$ cat config.mk
export PLATFORM = sky130hd
export DESIGN_NAME = mp_pin_config_aux_adc_power_ctrl
export DESIGN_NICKNAME = d
export VERILOG_FILES = /design/src/pin_cfg_pkg.sv /design/src/mp_pin_config_aux_adc_power_ctrl.sv
export SDC_FILE = /design/constraint.sdc
export NUM_CORES = 1
export LEC_CHECK = 0
export ABC_AREA = 1
export BUFFER_PORTS_ARGS = -buffer_cell sky130_fd_sc_hd__buf_2
export CORE_MARGIN = 2
export CORE_UTILIZATION = 25
export DETAILED_ROUTE_END_ITERATION = 7
export GPL_TIMING_DRIVEN = 0
export PLACE_DENSITY = 0.42
export SYNTH_ARGS = -nofsm -noshare
export SYNTH_HDL_FRONTEND = slang
export SYNTH_SLANG_ARGS = --single-unit
$ cat constraint.sdc
create_clock -name sys_clk -period 5.4 [get_ports sys_clk]
set_clock_uncertainty 0.1 [all_clocks]
set_input_delay 0.54 -clock sys_clk [delete_from_list [all_inputs] [get_ports sys_clk]]
set_output_delay 0.54 -clock sys_clk [all_outputs]
set_load 0.1 [all_outputs]
$ cat src/pin_cfg_pkg.sv
/*
 * Shared constants and types for the multipurpose pin, auxiliary converter
 * and power-down control block.
 * Assumes a 16-bit register address space reached over a plain strobe port
 * with 24-bit data; registers narrower than 24 bits sit in the low bits.
 */
package pin_cfg_pkg;

	localparam int          NUM_PINS       = 12;
	localparam int          PINS_PER_REG   = 6;
	localparam int          FIELD_W        = 4;
	localparam int          NUM_AUX        = 4;
	localparam int          ADDR_W         = 16;
	localparam int          DATA_W         = 24;
	localparam int          AUX_LEVEL_W    = 12;
	localparam int          AUX_RES_W      = 16;

	// register addresses
	localparam logic [15:0] ADDR_PIN_LO    = 16'h0820;
	localparam logic [15:0] ADDR_PIN_HI    = 16'h0821;
	localparam logic [15:0] ADDR_AUX_PWR   = 16'h0822;
	localparam logic [15:0] ADDR_AUX_EN    = 16'h0824;
	localparam logic [15:0] ADDR_OSC_PD    = 16'h0826;
	localparam logic [15:0] ADDR_DAC_SETUP = 16'h0827;
	localparam logic [15:0] ADDR_AUX_RES0  = 16'h0828; // four results at 0x0828..0x082b
	localparam logic [15:0] ADDR_CORE_CTRL = 16'h082c;
	localparam logic [15:0] ADDR_GPIO_OUT  = 16'h082d;
	localparam logic [15:0] ADDR_GPIO_IN   = 16'h082e;

	// reset values
	localparam logic [23:0] RST_PIN_CFG    = 24'h000000;
	localparam logic [15:0] RST_CTRL16     = 16'h0000;

	// field positions
	localparam int          FIL_LSB        = 8;
	localparam int          AUDIO_ADC_POWERDOWN_BIT       = 7;
	localparam int          REF_BUFFER_POWERDOWN_BIT       = 6;
	localparam int          VREF_POWERDOWN_BIT       = 5;
	localparam int          AUX_CONV_ON_BIT       = 15;
	localparam int          OPD_BIT        = 2;
	localparam int          OVERRIDE_BIT   = 0;
	localparam int          INV_BIT        = 3;

	// writable bit masks (reserved bits hold zero)
	localparam logic [15:0] MASK_AUX_PWR   = 16'h03ef;
	localparam logic [15:0] MASK_AUX_EN    = 16'h8000;
	localparam logic [15:0] MASK_OSC_PD    = 16'h0004;
	localparam logic [15:0] MASK_DAC_SETUP = 16'h0003;

	// pin function codes, low three bits after the inversion bit is split off for the first four; serial and converter codes use all four bits
	localparam logic [3:0]  CODE_IN_DEB    = 4'h0;
	localparam logic [3:0]  CODE_IN_RAW    = 4'h1;
	localparam logic [3:0]  CODE_OUT_PP    = 4'h2;
	localparam logic [3:0]  CODE_OUT_OC    = 4'h3;
	localparam logic [3:0]  CODE_SERIAL    = 4'h4;
	localparam logic [3:0]  CODE_AUX       = 4'hf;

	// filter selection codes
	localparam logic [1:0]  FIL_HYST4      = 2'h0;
	localparam logic [1:0]  FIL_HYST5      = 2'h1;
	localparam logic [1:0]  FIL_BYPASS     = 2'h2;
	localparam logic [1:0]  FIL_NO_LPF     = 2'h3;

	// filter and debounce figures
	localparam logic [11:0] HYST4_STEP     = 12'h010;
	localparam logic [11:0] HYST5_STEP     = 12'h020;
	localparam int          LPF_SHIFT      = 3;
	localparam int          DEBOUNCE_SAMPLES = 8;
	localparam int          DEB_CNT_W      = 4;
	localparam logic [3:0]  DEB_LAST       = 4'(DEBOUNCE_SAMPLES - 1);

	// decoded function of one pin
	typedef struct packed {
		logic gpio_in;
		logic debounced;
		logic gpio_out;
		logic open_coll;
		logic serial;
		logic aux;
		logic invert;
	} pin_mode_t;

	// power-down controls
	typedef struct packed {
		logic       audio_adc_powerdown;
		logic       ref_buffer_powerdown;
		logic       vref_powerdown;
		logic [3:0] dac_powerdown;
	} power_ctrl_t;

endpackage

$ cat src/mp_pin_config_aux_adc_power_ctrl.sv
/*
 * Register block that assigns each of twelve multipurpose pins a function,
 * filters the four auxiliary converter channels and drives power-down and
 * DAC setup controls.
 * Assumes the converter delivers four 8-bit samples with a one-cycle
 * sample pulse per audio sample, and that the serial port logic supplies
 * the data and drive enables for pins in serial mode.
 * Pad inputs are asynchronous and pass two flip-flops before any use.
 * The register port never stalls: writes land at the strobe edge and
 * read data stand only in the cycle after the read strobe.
 * Every output comes from a flip-flop, so derived controls follow a
 * register write by one clock.
 * The analog converters and serial port timing live outside this block.
 */
// Summary of operation
// [RL1] Two 24-bit configuration registers hold twelve 4-bit pin function fields.
// [RL2] Low register holds pins 0-5, high register 6-11, lowest pin in bits 3:0.
// [RL3] Field top bit inverts the value read from or driven onto the pin.
// [RL4] Pull-up is on whenever a pin is a GPIO or serial digital input.
// [RL5] Codes 0000-0011: debounced input, plain input, push-pull output, open-collector output.
// [RL6] Code 0100 connects the pin to the serial data port.
// [RL7] Codes 1000-1011 are the inverted forms of codes 0000-0011.
// [RL8] Software avoids reserved codes; they act as undriven inputs without pull-up.
// [RL9] Bits 9:8 select 4-bit or 5-bit hysteresis, full bypass, or filter bypass.
// [RL10] Power register bits 7,6,5,3:0 power down ADCs, buffer, reference, DAC0-3.
// [RL11] Auxiliary converter runs only while enable register bit 15 is set.
// [RL12] Software writes 01 into the DAC setup field to initialize the DACs.
// [RL13] Four auxiliary channels of 8-bit samples, each taken once per sample period.
// [RL14] Pins 9,2,3,8 feed auxiliary channels 0-3; no other pin reaches them.
// [RL15] Code 1111 connects a mapped pin to its auxiliary channel.
// [RL16] Low-pass filtering applies by default while the converter is enabled.
// [RL17] Each result reads as 16 bits: 12 data bits, low bits zero.
// [RL18] Override bit stops result storing and lets software write result registers.
// [RL19] Debounced inputs pass a new level only after a fixed count of stable samples.
// [RL20] Both the control port and the core read inputs and set output levels.
`timescale 1ns/1ps

module mp_pin_config_aux_adc_power_ctrl
	import pin_cfg_pkg::*;
(
	input  wire logic                  sys_clk,
	input  wire logic                  arst_n,
	input  wire logic [ADDR_W-1:0]     reg_addr,
	input  wire logic [DATA_W-1:0]     reg_wdata,
	input  wire logic                  reg_wr,
	input  wire logic                  reg_rd,
	output logic      [DATA_W-1:0]     reg_rdata,
	input  wire logic                  core_gpio_wr,
	input  wire logic [NUM_PINS-1:0]   core_gpio_wdata,
	output logic      [NUM_PINS-1:0]   gpio_level,
	input  wire logic [NUM_PINS-1:0]   pin_in,
	output logic      [NUM_PINS-1:0]   pin_out,
	output logic      [NUM_PINS-1:0]   pin_oe,
	output logic      [NUM_PINS-1:0]   pin_pullup_en,
	input  wire logic [NUM_PINS-1:0]   serial_out_data,
	input  wire logic [NUM_PINS-1:0]   serial_drive_en,
	output logic      [NUM_PINS-1:0]   serial_in_data,
	input  wire logic                  aux_sample_pulse,
	input  wire logic [NUM_AUX*8-1:0]  aux_raw_sample,
	output logic                       aux_conv_on,
	output logic      [NUM_AUX-1:0]    aux_channel_connect,
	output logic                       aux_lpf_active,
	output power_ctrl_t                power_ctrl,
	output logic                       osc_off,
	output logic      [1:0]            dac_init_field
);

	// pin index that feeds each auxiliary channel
	// the map is fixed in silicon; a 1111 code on any other pin
	// connects nothing, so a stray code cannot load the converter
	// mux with a pin that is also driven as a digital output
	localparam int AUX_PIN [NUM_AUX] = '{9, 2, 3, 8};

	// decode one 4-bit function field
	// the top bit inverts codes 0000-0011; the low three bits pick those functions, while 0100 and 1111 match all four bits
	// reserved codes clear every flag, so the pad is neither driven
	// nor pulled up; gpio_level reads zero and the input level register shows the pad
	// code 1111 is the converter input and ignores the inversion bit
	function automatic pin_mode_t decode_pin(input logic [3:0] f);
		pin_mode_t m;
		m        = '0;
		m.invert = f[INV_BIT] && (f != CODE_AUX); // see [RL3]
		case ({1'b0, f[2:0]})
			CODE_IN_DEB: m.gpio_in = 1'b1;
			CODE_IN_RAW: m.gpio_in = 1'b1;
			CODE_OUT_PP: m.gpio_out = 1'b1;
			CODE_OUT_OC: m.open_coll = 1'b1;
			default: m.gpio_in = 1'b0;
		endcase
		m.debounced = (f[2:0] == CODE_IN_DEB[2:0]); // see [RL5] see [RL7]
		if (f[2]) begin
			m = '0; // unused codes stay undriven, see [RL8]
		end
		if (f == CODE_SERIAL) begin
			m.serial = 1'b1; // see [RL6]
		end
		if (f == CODE_AUX) begin
			m.aux = 1'b1; // see [RL15]
		end
		return m;
	endfunction

	// distance between two 12-bit levels
	// used by both hysteresis modes and the raw hysteresis mode
	function automatic logic [11:0] abs_diff(input logic [11:0] a, input logic [11:0] b);
		return (a > b) ? a - b : b - a;
	endfunction

	// software visible registers, reserved bits held at zero by masks
	// so that read back shows only what the hardware really keeps
	logic [DATA_W-1:0]     pin_cfg_lo_q;
	logic [DATA_W-1:0]     pin_cfg_hi_q;
	logic [15:0]           aux_pwr_q;
	logic [15:0]           aux_en_q;
	logic [15:0]           osc_pd_q;
	logic [15:0]           dac_setup_q;
	logic                  override_q;
	logic [NUM_PINS-1:0]   gpio_out_q;
	logic [NUM_PINS-1:0]   sync1_q;
	logic [NUM_PINS-1:0]   sync2_q;
	logic [NUM_PINS-1:0]   stable_q;
	logic [DEB_CNT_W-1:0]  deb_cnt_q [NUM_PINS];
	logic [11:0]           lpf_q     [NUM_AUX];
	logic [AUX_RES_W-1:0]  aux_res_q [NUM_AUX];
	logic [DATA_W-1:0]     rdata_d;
	pin_mode_t             mode      [NUM_PINS];
	logic [NUM_PINS-1:0]   in_value;
	logic [1:0]            fil_sel;

	// split both configuration registers into per-pin fields
	always_comb begin
		for (int i = 0; i < NUM_PINS; i++) begin
			if (i < PINS_PER_REG) begin
				mode[i] = decode_pin(pin_cfg_lo_q[i*FIELD_W +: FIELD_W]); // see [RL1] see [RL2]
			end else begin
				mode[i] = decode_pin(pin_cfg_hi_q[(i-PINS_PER_REG)*FIELD_W +: FIELD_W]); // see [RL2]
			end
		end
	end

	assign fil_sel = aux_pwr_q[FIL_LSB +: 2];

	// control register writes
	// reserved bits are masked on the way in rather than on the read
	// path, so the stored word and the derived controls always agree
	// unmapped addresses fall through and are ignored
	always_ff @(posedge sys_clk or negedge arst_n) begin
		if (!arst_n) begin
			pin_cfg_lo_q <= RST_PIN_CFG;
			pin_cfg_hi_q <= RST_PIN_CFG;
			aux_pwr_q    <= RST_CTRL16;
			aux_en_q     <= RST_CTRL16;
			osc_pd_q     <= RST_CTRL16;
			dac_setup_q  <= RST_CTRL16;
			override_q   <= 1'b0;
		end else if (reg_wr) begin
			case (reg_addr)
				ADDR_PIN_LO:    pin_cfg_lo_q <= reg_wdata; // see [RL1]
				ADDR_PIN_HI:    pin_cfg_hi_q <= reg_wdata;
				ADDR_AUX_PWR:   aux_pwr_q    <= reg_wdata[15:0] & MASK_AUX_PWR; // see [RL9] see [RL10]
				ADDR_AUX_EN:    aux_en_q     <= reg_wdata[15:0] & MASK_AUX_EN; // see [RL11]
				ADDR_OSC_PD:    osc_pd_q     <= reg_wdata[15:0] & MASK_OSC_PD;
				ADDR_DAC_SETUP: dac_setup_q  <= reg_wdata[15:0] & MASK_DAC_SETUP;
				ADDR_CORE_CTRL: override_q   <= reg_wdata[OVERRIDE_BIT];
				default: ;
			endcase
		end
	end

	// gpio output levels, the core write lands after the port write in the same cycle
	// the core owns the pins at run time, so on a collision its
	// value wins and the port write is lost
	always_ff @(posedge sys_clk or negedge arst_n) begin
		if (!arst_n) begin
			gpio_out_q <= '0;
		end else if (core_gpio_wr) begin
			gpio_out_q <= core_gpio_wdata; // see [RL20]
		end else if (reg_wr && reg_addr == ADDR_GPIO_OUT) begin
			gpio_out_q <= reg_wdata[NUM_PINS-1:0]; // see [RL20]
		end
	end

	// two-stage synchroniser on the pins
	// only the second stage is read anywhere else, which keeps a
	// metastable first stage from reaching the decode logic
	always_ff @(posedge sys_clk or negedge arst_n) begin
		if (!arst_n) begin
			sync1_q <= '0;
			sync2_q <= '0;
		end else begin
			sync1_q <= pin_in;
			sync2_q <= sync1_q;
		end
	end

	// debounce: a changed level must hold for a fixed count of sample pulses
	// any return to the old level restarts the count, so a bouncing
	// contact never passes; the sample pulse is the debounce tick
	// and no separate divider is needed
	always_ff @(posedge sys_clk or negedge arst_n) begin
		if (!arst_n) begin
			stable_q <= '0;
			for (int i = 0; i < NUM_PINS; i++) begin
				deb_cnt_q[i] <= '0;
			end
		end else begin
			for (int i = 0; i < NUM_PINS; i++) begin
				if (sync2_q[i] == stable_q[i]) begin
					deb_cnt_q[i] <= '0;
				end else if (aux_sample_pulse) begin
					if (deb_cnt_q[i] == DEB_LAST) begin
						stable_q[i]  <= sync2_q[i]; // see [RL19]
						deb_cnt_q[i] <= '0;
					end else begin
						deb_cnt_q[i] <= deb_cnt_q[i] + 1'b1;
					end
				end
			end
		end
	end

	// logical input value of each pin after debounce choice and inversion
	// this is also what the input level register shows to software
	always_comb begin
		for (int i = 0; i < NUM_PINS; i++) begin
			in_value[i] = (mode[i].debounced ? stable_q[i] : sync2_q[i]) ^ mode[i].invert; // see [RL3] see [RL5]
		end
	end

	// pad drivers, pull-ups and readback levels
	// open-collector pins never drive high: the enable pulls the pad
	// low and an outside resistor gives the high level
	// a serial pin is an input with pull-up whenever the port lets go
	always_ff @(posedge sys_clk or negedge arst_n) begin
		if (!arst_n) begin
			pin_out        <= '0;
			pin_oe         <= '0;
			pin_pullup_en  <= '0;
			serial_in_data <= '0;
			gpio_level     <= '0;
		end else begin
			for (int i = 0; i < NUM_PINS; i++) begin
				pin_out[i]        <= 1'b0;
				pin_oe[i]         <= 1'b0;
				pin_pullup_en[i]  <= 1'b0;
				serial_in_data[i] <= 1'b0;
				gpio_level[i]     <= 1'b0;
				if (mode[i].gpio_in) begin
					pin_pullup_en[i] <= 1'b1; // see [RL4]
					gpio_level[i]    <= in_value[i]; // see [RL20]
				end else if (mode[i].gpio_out) begin
					pin_out[i]    <= gpio_out_q[i] ^ mode[i].invert; // see [RL3] see [RL5]
					pin_oe[i]     <= 1'b1;
					gpio_level[i] <= gpio_out_q[i];
				end else if (mode[i].open_coll) begin
					pin_oe[i]     <= !(gpio_out_q[i] ^ mode[i].invert); // pull low only, see [RL5] see [RL7]
					gpio_level[i] <= gpio_out_q[i];
				end else if (mode[i].serial) begin
					if (serial_drive_en[i]) begin
						pin_out[i] <= serial_out_data[i]; // see [RL6]
						pin_oe[i]  <= 1'b1;
					end else begin
						pin_pullup_en[i]  <= 1'b1; // see [RL4]
						serial_in_data[i] <= sync2_q[i];
					end
				end
			end
		end
	end

	// converter switch, channel connections and power-down outputs
	// the dac bits sit in reverse order in the register: bit 3 is dac0
	// so the struct field is indexed by dac number instead
	always_ff @(posedge sys_clk or negedge arst_n) begin
		if (!arst_n) begin
			aux_conv_on         <= 1'b0;
			aux_channel_connect <= '0;
			aux_lpf_active      <= 1'b0;
			power_ctrl          <= '0;
			osc_off             <= 1'b0;
			dac_init_field      <= 2'h0;
		end else begin
			aux_conv_on    <= aux_en_q[AUX_CONV_ON_BIT]; // see [RL11]
			aux_lpf_active <= aux_en_q[AUX_CONV_ON_BIT] && !fil_sel[1]; // see [RL16]
			for (int c = 0; c < NUM_AUX; c++) begin
				aux_channel_connect[c] <= aux_en_q[AUX_CONV_ON_BIT] && mode[AUX_PIN[c]].aux; // see [RL14] see [RL15]
			end
			power_ctrl.audio_adc_powerdown  <= aux_pwr_q[AUDIO_ADC_POWERDOWN_BIT]; // see [RL10]
			power_ctrl.ref_buffer_powerdown <= aux_pwr_q[REF_BUFFER_POWERDOWN_BIT];
			power_ctrl.vref_powerdown       <= aux_pwr_q[VREF_POWERDOWN_BIT];
			power_ctrl.dac_powerdown        <= {aux_pwr_q[0], aux_pwr_q[1], aux_pwr_q[2], aux_pwr_q[3]};
			osc_off        <= osc_pd_q[OPD_BIT];
			dac_init_field <= dac_setup_q[1:0]; // see [RL12]
		end
	end

	// per-channel filtering and result storage, once per sample pulse
	// the 8-bit sample is widened to a 12-bit level so the filter has
	// room for fractional steps; hysteresis compares against the held
	// result so slow drift still moves it once a full step accrues
	// while the override bit is set, samples are dropped entirely
	always_ff @(posedge sys_clk or negedge arst_n) begin
		if (!arst_n) begin
			for (int c = 0; c < NUM_AUX; c++) begin
				lpf_q[c]     <= '0;
				aux_res_q[c] <= '0;
			end
		end else begin
			for (int c = 0; c < NUM_AUX; c++) begin
				logic [11:0] raw12;
				logic [11:0] level;
				logic [11:0] held;
				raw12 = {aux_raw_sample[c*8 +: 8], 4'h0}; // see [RL13]
				level = lpf_q[c] - (lpf_q[c] >> LPF_SHIFT) + (raw12 >> LPF_SHIFT);
				held  = aux_res_q[c][15:4];
				if (override_q) begin
					if (reg_wr && reg_addr == ADDR_AUX_RES0 + 16'(c)) begin
						aux_res_q[c] <= {reg_wdata[15:4], 4'h0}; // see [RL18]
					end
				end else if (aux_sample_pulse && aux_en_q[AUX_CONV_ON_BIT] && mode[AUX_PIN[c]].aux) begin
					lpf_q[c] <= level; // see [RL16]
					case (fil_sel)
						FIL_HYST4: begin
							if (abs_diff(level, held) >= HYST4_STEP) begin
								aux_res_q[c] <= {level, 4'h0}; // see [RL9] see [RL17]
							end
						end
						FIL_HYST5: begin
							if (abs_diff(level, held) >= HYST5_STEP) begin
								aux_res_q[c] <= {level, 4'h0}; // see [RL9]
							end
						end
						FIL_BYPASS: aux_res_q[c] <= {raw12, 4'h0}; // see [RL9]
						FIL_NO_LPF: begin
							if (abs_diff(raw12, held) >= HYST4_STEP) begin
								aux_res_q[c] <= {raw12, 4'h0}; // see [RL9]
							end
						end
						default: ;
					endcase
				end
			end
		end
	end

	// read multiplexer, unmapped addresses read zero
	// 16-bit registers sit in the low bits with the upper byte zero
	always_comb begin
		rdata_d = '0;
		case (reg_addr)
			ADDR_PIN_LO:    rdata_d = pin_cfg_lo_q;
			ADDR_PIN_HI:    rdata_d = pin_cfg_hi_q;
			ADDR_AUX_PWR:   rdata_d = {8'h00, aux_pwr_q};
			ADDR_AUX_EN:    rdata_d = {8'h00, aux_en_q};
			ADDR_OSC_PD:    rdata_d = {8'h00, osc_pd_q};
			ADDR_DAC_SETUP: rdata_d = {8'h00, dac_setup_q};
			ADDR_CORE_CTRL: rdata_d = {23'h000000, override_q};
			ADDR_GPIO_OUT:  rdata_d = {12'h000, gpio_out_q};
			ADDR_GPIO_IN:   rdata_d = {12'h000, in_value}; // see [RL20]
			default: begin
				for (int c = 0; c < NUM_AUX; c++) begin
					if (reg_addr == ADDR_AUX_RES0 + 16'(c)) begin
						rdata_d = {8'h00, aux_res_q[c]}; // see [RL17]
					end
				end
			end
		endcase
	end

	// read data stands for the one cycle after the read strobe
	// clearing it otherwise keeps stale data off a shared read bus
	always_ff @(posedge sys_clk or negedge arst_n) begin
		if (!arst_n) begin
			reg_rdata <= '0;
		end else if (reg_rd) begin
			reg_rdata <= rdata_d;
		end else begin
			reg_rdata <= '0;
		end
	end

endmodule

==> summary.txt, run 1 <==
Outcome
  • Outcome: finished clean

Floorplanning
  • Starting Density: 25.2%
  • DIE HEIGHT: 334 um
  • Row cnt: 121
  • Die width: 334 um
  • Full die area: 112000 um^2
  • Core area: 109000 um^2
  • I/O pin cnt: 226

Setup path
  • Worst r2r path cells: 28
  • Crit path DAT: 5450 ps
  • Delay-heaviest family, CP: simple AND/OR/NAND/NOR gates
  • Buffer and inverter count on the worst path: 4
  • Crit Path Category: reg2reg
  • RR Endpoint: aux_res_q[62]$_DFFE_PN0P_
  • Crit Path Max Fanout: 10
  • Crit path largest cell delay: 490 ps
  • Critical path origin: lpf_q[40]$_DFFE_PN0P_
  • WP data required: 5780 ps
  • Critical R2R Launch: lpf_q[40]$_DFFE_PN0P_
  • Critical path startpoint category: flop
  • CP max stage cell: fa_1
  • Crit path capture type: flop
  • R2R Setup Slk: 330 ps

Synthesis
  • Synth async-reset ratio: 100%
  • Synth warnings: 0
  • Top_reg_cell synth: dfrtp_1
  • Mean cell area of the mapped netlist: 7.03 um^2
  • FF+latch count, synth: 354
  • Post-Synthesis Cells: 3883
  • Sequential fraction of the synthesis area: 32.4%
  • Synth cell types: 59
  • Synthesized area: 27300 um^2
  • EDFF count, synth: 0
  • Syn_nets: 4249

Route
  • DRC: 0
  • Via Count: 26100
  • Vias per inst: 4.64
  • 1st-iter DRT viols: 2034
  • Drt pass-1 iters: 8
  • Drt wl/cell: 19.1 um
  • Total Routed Length: 108 mm
  • DRT antenna net count: 0

Place
  • Routability cong.: 0.903
  • DP HPWL: 87.8 mm
  • Cell count after placement: 5522
  • Port Buffers: 222

Global routing
  • GRT Overall Usage: 19.0%
  • Antenna violations before repair: 9
  • First-pass GRT wire length: 161 mm
  • Largest net degree at the start of global routing: 95
  • Overflow after GRT: 0
  • Vias in the first global route: 25500

Power
  • Pleak: 16.5 nW
  • Combinational Power Share: 23.9%
  • Clk pwr share: 39.4%
  • Switch Pwr: 0.00271 W
  • Sw Share: 34.1%
  • Internal power: 0.00523 W
  • Pwr dens: 247 nW/um^2
  • Max VDD drop: 0.201 mV
  • Sequential fraction of design power: 36.7%

Clocking
  • Worst skew pair latency: 610 ps
  • Clk root buf: clkbuf_16
  • H-tree depth: 2
  • CTS Buf Count: 45
  • CTS clk-pin slew, worst paths: 60 ps
  • CTS max path bufs: 3
  • Clk sinks: 354
  • TritonCTS clock tree: built

STA
  • Final Hold Vio Count: 0
  • Unrepaired setup endpoints after global routing: false
  • Max Clock Freq: 0.197 GHz
  • Worst-Margin Slew: 1170 ps
  • Max_slew headroom: 21.3%
  • Hold slack: 35.9 ps
  • Final min period: 5070 ps
  • Final Max Tran Viols: 0
  • Setup Viol. Count Final: 0
  • Fin crit share: 93.8%

Job
  • MaxCap Viol Count: 0

Worst hold path
  • Hold/Removal Path Class: in2reg
  • Hold-critical path depth: 2
  • Hold path endpoint: serial_in_data[10]$_DFF_PN0_
  • Hold Startpoint: serial_drive_en[10]

Finish
  • Finished Layout Cells: 5627
  • Layout cells sized above 1: 10.5%
  • Fin nets: 4542
  • Area grow syn2layout: 17.6%
-- per-stage QoR --
step	TNS [ps]	worst slack, ps	power (W)	utilization [%]	cell area (um^2)
3_3_place_gp	-1463350	-4160	0.00483	27.8	30200
3_5_place_dp	-5680	-319	0.00484	27.9	30300
2_1_floorplan	0	823	0.00424	-	27300
6_report	0	334	0.00794	29.6	32100
4_1_cts	0	131	0.00805	29.4	31900
5_1_grt	0	2.17	0.00843	29.6	32100
-- metal layers --
| metal | global-route usage, % | vias to the layer above | wire (um) |
|---|---|---|---|
| li1 | - | 13000 | - |
| met1 | 25.4 | 12200 | 48200 |
| met2 | 31.1 | 731 | 49000 |
| met3 | 3.66 | 141 | 7140 |
| met4 | 5.40 | 6 | 3260 |
| met5 | 0 | - | 41 |
-- power by group through the flow --
stage               registers [W]  clock network (W)  logic (W)
finish                    0.00292            0.00312    0.00190
CTS                       0.00292            0.00324    0.00190
global placement          0.00296                  0    0.00187
floorplan                 0.00302                  0    0.00121
detailed placement        0.00296                  0    0.00188
global route              0.00294            0.00333    0.00216
-- sequential cells by signal, indices dropped and copies added, names as in the netlist, 24 cells and up --
signal        count
aux_res_q        48
deb_cnt_q        48
lpf_q            48
pin_cfg_hi_q     24
pin_cfg_lo_q     24
reg_rdata        24
-- worst reg2reg max path: cells and delay by family, from the launching register on --
| kind | cells | cell delay, ps |
|---|---|---|
| xor gates and xnor gates | 1 | 200 |
| DFF | 1 | 410 |
| adders and majority gates | 4 | 1480 |
| buffers and inverters | 4 | 480 |
| AOI/OAI and AO/OA | 3 | 420 |
| and+or+nand+nor | 16 | 1870 |
-- cells in the mapped netlist (8+ instances only) --
cell type  instances  area (um^2)
nand2_1         1057         3970
inv_1            661         2480
dfrtp_1          354         8860
nand3_1          279         1400
o21ai_0          276         1380
nor2_1           248          931
a21oi_1          203         1020
ha_1             192         2400
xor2_1            85          744
clkbuf_1          50          188
nor3_1            50          250
fa_1              48          961
nand4_1           43          269
o22ai_1           26          163
nand2_2           24          150
o21bai_1          20          150
buf_2             19         95.1
nand3_2           17          170
inv_2             16         60.1
a221oi_1          15          131
xnor2_1           15          131
a211oi_1          14          105
a21o_1            13         97.6
nor2_2            13         81.3
o211ai_1          13         97.6
o21ai_1           12         60.1
o221ai_1          12          105
a31oi_1           11         68.8
nor4_1            11         68.8
nand3b_1           8         60.1
-- area by class of cell --
type	instances	area [um^2]
Fill cell	12000	76400
Timing Repair Buffer	246	1400
Inverter	681	2560
Sequential cell	354	8860
Multi-Input combinational cell	2765	15600
Tap cell	1414	1770
Clock buffer	63	1290
Buffer	83	423
Antenna cell	3	7.51
Clock inverter	18	215
-- logic make-up after synthesis --
family	Yosys count	synth area share [%]
AO/OA/AOI/OAI	655	13.6
XOR/XNOR	100	3.21
adder cells (fa/ha/maj)	240	12.3
buffers and inverters	764	10.9
flip-flops	354	32.4
multiplexers	2	0.0779
AND/OR/NAND/NOR	1768	27.5
-- cell usage in the layout, fill, tap and decap left out, types with 14 or more instances in the layout --
cell type	n
nand2_1	1056
inv_1	660
dfrtp_1	354
nand3_1	277
o21ai_0	276
nor2_1	245
buf_2	237
a21oi_1	201
ha_1	187
xor2_1	84
clkbuf_1	58
nor3_1	50
fa_1	47
clkbuf_16	45
nand4_1	43
o22ai_1	26
nand2_2	24
o21bai_1	20
nand3_2	18
inv_2	17
dlygate4sd3_1	16
a221oi_1	15
xnor2_1	14
nor2_2	14
a211oi_1	14
-- worst max path at each step --
stage	cells after the start	endpoint	slack (ps)
after global routing	31	aux_res_q[23]$_DFFE_PN0P_	2
after CTS	29	aux_res_q[63]$_DFFE_PN0P_	130
after global placement	1	aux_channel_connect[1]$_DFF_PN0_	-4160
after floorplan	30	aux_res_q[54]$_DFFE_PN0P_	820
after detailed placement	31	aux_res_q[63]$_DFFE_PN0P_	-320
final	28	aux_res_q[62]$_DFFE_PN0P_	330
-- repair_timing --
| action | in CTS | in global routing |
|---|---|---|
| hold buffers | 16 | 0 |
| buffers inserted | 0 | 5 |
| hold endpoints to repair | 103 | 0 |
| setup endpoints to repair | 0 | 46 |
| gates resized for setup | 0 | 28 |
(Power assumes the default switching activity.)
==> inputs of run 2 (changes only) <==
--- a/config.mk
+++ b/config.mk
@@ -9,6 +9,7 @@
 export BUFFER_PORTS_ARGS = -buffer_cell sky130_fd_sc_hd__buf_2
 export CORE_MARGIN = 2
 export CORE_UTILIZATION = 25
+export CTS_BUF_LIST = sky130_fd_sc_hd__clkbuf_16
 export DETAILED_ROUTE_END_ITERATION = 7
 export GPL_TIMING_DRIVEN = 0
 export PLACE_DENSITY = 0.42
==> summary.txt, run 2 (synthesized netlist as in run 1, its figures left out) <==
Finish
  • Layout cells sized above 1: 10.3% (was 10.5%)
  • Fillcell total: 12000 (about the same)
  • Most common cell after layout, fill and taps aside: nand2_1 (unchanged)
  • Finished Core Util: 29.5% (was 29.6%)
  • Commonest non-fill, non-tap cells in the layout: 1056 x nand2_1, 668 x inv_1, 354 x dfrtp_1, 277 x nand3_1, 276 x o21ai_0 (was 1056 x nand2_1, 660 x inv_1, 354 x dfrtp_1, 277 x nand3_1, 276 x o21ai_0)
  • Area grow syn2layout: 17.2% (was 17.6%)
  • Largest registers: aux_res_q: 48 flops, deb_cnt_q: 48 flops, lpf_q: 48 flops (unchanged)
  • Fin nets: 4542 (unchanged)
  • Finished Layout Cells: 5627 (unchanged)

Route
  • Total Routed Length: 108 mm (about the same)
  • Drt pass-1 iters: 6 (was 8)
  • Drt wl/cell: 19.1 um (about the same)
  • Vias per inst: 4.65 (was 4.64)
  • 1st-iter DRT viols: 2027 (was 2034)
  • DRC: 0 (unchanged)
  • Via Count: 26100 (about the same)
  • DRT antenna net count: 0 (unchanged)

Setup path
  • Worst r2r path cells: 28 (unchanged)
  • Crit Path Max Fanout: 10 (unchanged)
  • WP data required: 5780 ps (about the same)
  • Crit path largest cell delay: 490 ps (about the same)
  • Critical path startpoint category: flop (unchanged)
  • RR Endpoint: aux_res_q[62]$_DFFE_PN0P_ (unchanged)
  • Crit path capture type: flop (unchanged)
  • Critical R2R Launch: lpf_q[40]$_DFFE_PN0P_ (unchanged)
  • Crit path DAT: 5410 ps (was 5450 ps)
  • CP max stage cell: fa_1 (unchanged)
  • R2R Setup Slk: 370 ps (was 330 ps)
  • Crit Path Category: reg2reg (unchanged)

Floorplanning
  • Core area: 109000 um^2 (unchanged)
  • DIE HEIGHT: 334 um (unchanged)
  • I/O pin cnt: 226 (unchanged)
  • Starting Density: 25.2% (unchanged)
  • Full die area: 112000 um^2 (unchanged)
  • Die width: 334 um (unchanged)
  • Row cnt: 121 (unchanged)

Global routing
  • Largest net degree at the start of global routing: 95 (unchanged)
  • GRT Overall Usage: 19.0% (about the same)
  • Antenna violations before repair: 9 (unchanged)
  • Vias in the first global route: 25500 (unchanged)
  • First-pass GRT wire length: 161 mm (about the same)
  • Overflow after GRT: 0 (unchanged)

STA
  • Setup Viol. Count Final: 0 (unchanged)
  • Max Clock Freq: 0.199 GHz (was 0.197 GHz)
  • Final Hold Vio Count: 0 (unchanged)
  • Max_slew headroom: 20.1% (was 21.3%)
  • Final Max Tran Viols: 0 (unchanged)
  • Fin crit share: 93.1% (was 93.8%)
  • Worst-Margin Slew: 1190 ps (was 1170 ps)
  • Unrepaired setup endpoints after global routing: false (unchanged)
  • Final min period: 5030 ps (was 5070 ps)

Clocking
  • Worst skew pair latency: 610 ps (about the same)
  • CTS Buf Count: 45 (unchanged)
  • CTS clk-pin slew, worst paths: 60 ps (about the same)
  • CTS max path bufs: 3 (unchanged)
  • Clk sinks: 354 (unchanged)
  • TritonCTS clock tree: built (unchanged)
  • Clk root buf: clkbuf_16 (unchanged)
  • H-tree depth: 2 (unchanged)

Power
  • Max VDD drop: 0.200 mV (was 0.201 mV)
  • Pleak: 16.5 nW (about the same)
  • Pwr dens: 243 nW/um^2 (was 247 nW/um^2)

Worst hold path
  • Hold/Removal Path Class: in2reg (unchanged)
  • Hold-critical path depth: 2 (unchanged)
  • Hold Startpoint: serial_drive_en[10] (unchanged)
  • Hold path endpoint: serial_in_data[10]$_DFF_PN0_ (unchanged)

Job
  • MaxCap Viol Count: 0 (unchanged)

Place
  • Routability cong.: 0.903 (unchanged)
  • Port Buffers: 222 (unchanged)
  • Cell count after placement: 5522 (unchanged)
  • DP HPWL: 87.8 mm (unchanged)

Outcome
  • Outcome: finished clean (unchanged)
-- run 2: cell types whose count changed in the layout (fill, tap and decap cells not counted) --
cell	before	now
clkbuf_1	58	50
clkbuf_8	10	0
clkinv_1	2	12
inv_1	660	668
-- run 2: timing repair --
item / in CTS / in global routing
hold endpoints to repair: 103 / 0
endpoints found under the setup margin: 0 / 46
setup buffers: 0 / 5
hold buffers: 16 / 0
resized for setup: 0 / 28
-- run 2: layout make-up --
cell class,instances,area (um^2),share of cell area (%)
buffer,83,423,1.32
timing repair buffer,246,1400,4.37
clock buffer,45,1130,3.52
tap,1414,1770,5.53
antenna,3,7.51,0.0235
inverter,681,2560,8.01
multi-input combinational,2765,15600,48.7
clock inverter,36,283,0.884
sequential,354,8860,27.7
-- run 2: worst max-delay path: cells and delay by family (launching register included) --
family / cells / cell delay, ps
and+or+nand+nor: 16 / 1830
DFF: 1 / 410
buffers and inverters: 4 / 470
xor gates and xnor gates: 1 / 200
AOI/OAI and AO/OA: 3 / 420
adders and majority gates: 4 / 1480
-- run 2: how the worst max path moves through the flow --
stage / depth (start not counted) / startpoint / endpoint / slack (ps)
final: 28 / lpf_q[40]$_DFFE_PN0P_ / aux_res_q[62]$_DFFE_PN0P_ / 370
after global routing: 31 / lpf_q[13]$_DFFE_PN0P_ / aux_res_q[23]$_DFFE_PN0P_ / 3
after CTS: 29 / lpf_q[40]$_DFFE_PN0P_ / aux_res_q[63]$_DFFE_PN0P_ / 130
after detailed placement: 31 / aux_raw_sample[0] / aux_res_q[63]$_DFFE_PN0P_ / -320
after global placement: 1 / arst_n / aux_channel_connect[1]$_DFF_PN0_ / -4160
after floorplan: 30 / aux_raw_sample[0] / aux_res_q[54]$_DFFE_PN0P_ / 820
-- run 2: report_power, final --
part | internal (W) | total, W | switching (W)
Clock | 0.00167 | 0.00297 | 0.00130
Combinational | 0.000613 | 0.00190 | 0.00129
Sequential | 0.00279 | 0.00292 | 0.000125
Total | 0.00507 | 0.00778 | 0.00271
-- run 2: stage by stage --
stage,instance area [um^2],total power (W),worst slack [ps],hold slack (ps),TNS [ps]
detailed placement,30300,0.00484,-319,237,-5680
global placement,30200,0.00483,-4160,231,-1463350
finish,32000,0.00778,373,37.9,0
global route,32000,0.00827,3.23,19.5,0
CTS,31800,0.00789,133,10.1,0
floorplan,27300,0.00424,823,144,0
-- run 2: metal layers --
metal | GRT usage (%) | wire length (um) | part of all wire [%] | vias to the layer above
met4 | 5.41 | 3360 | 3.1 | 6
met5 | 0 | 41 | 0.038 | -
met3 | 3.53 | 6810 | 6.3 | 151
met2 | 31.1 | 48900 | 45 | 688
met1 | 25.5 | 48600 | 45 | 12300
li1 | - | - | - | 13000
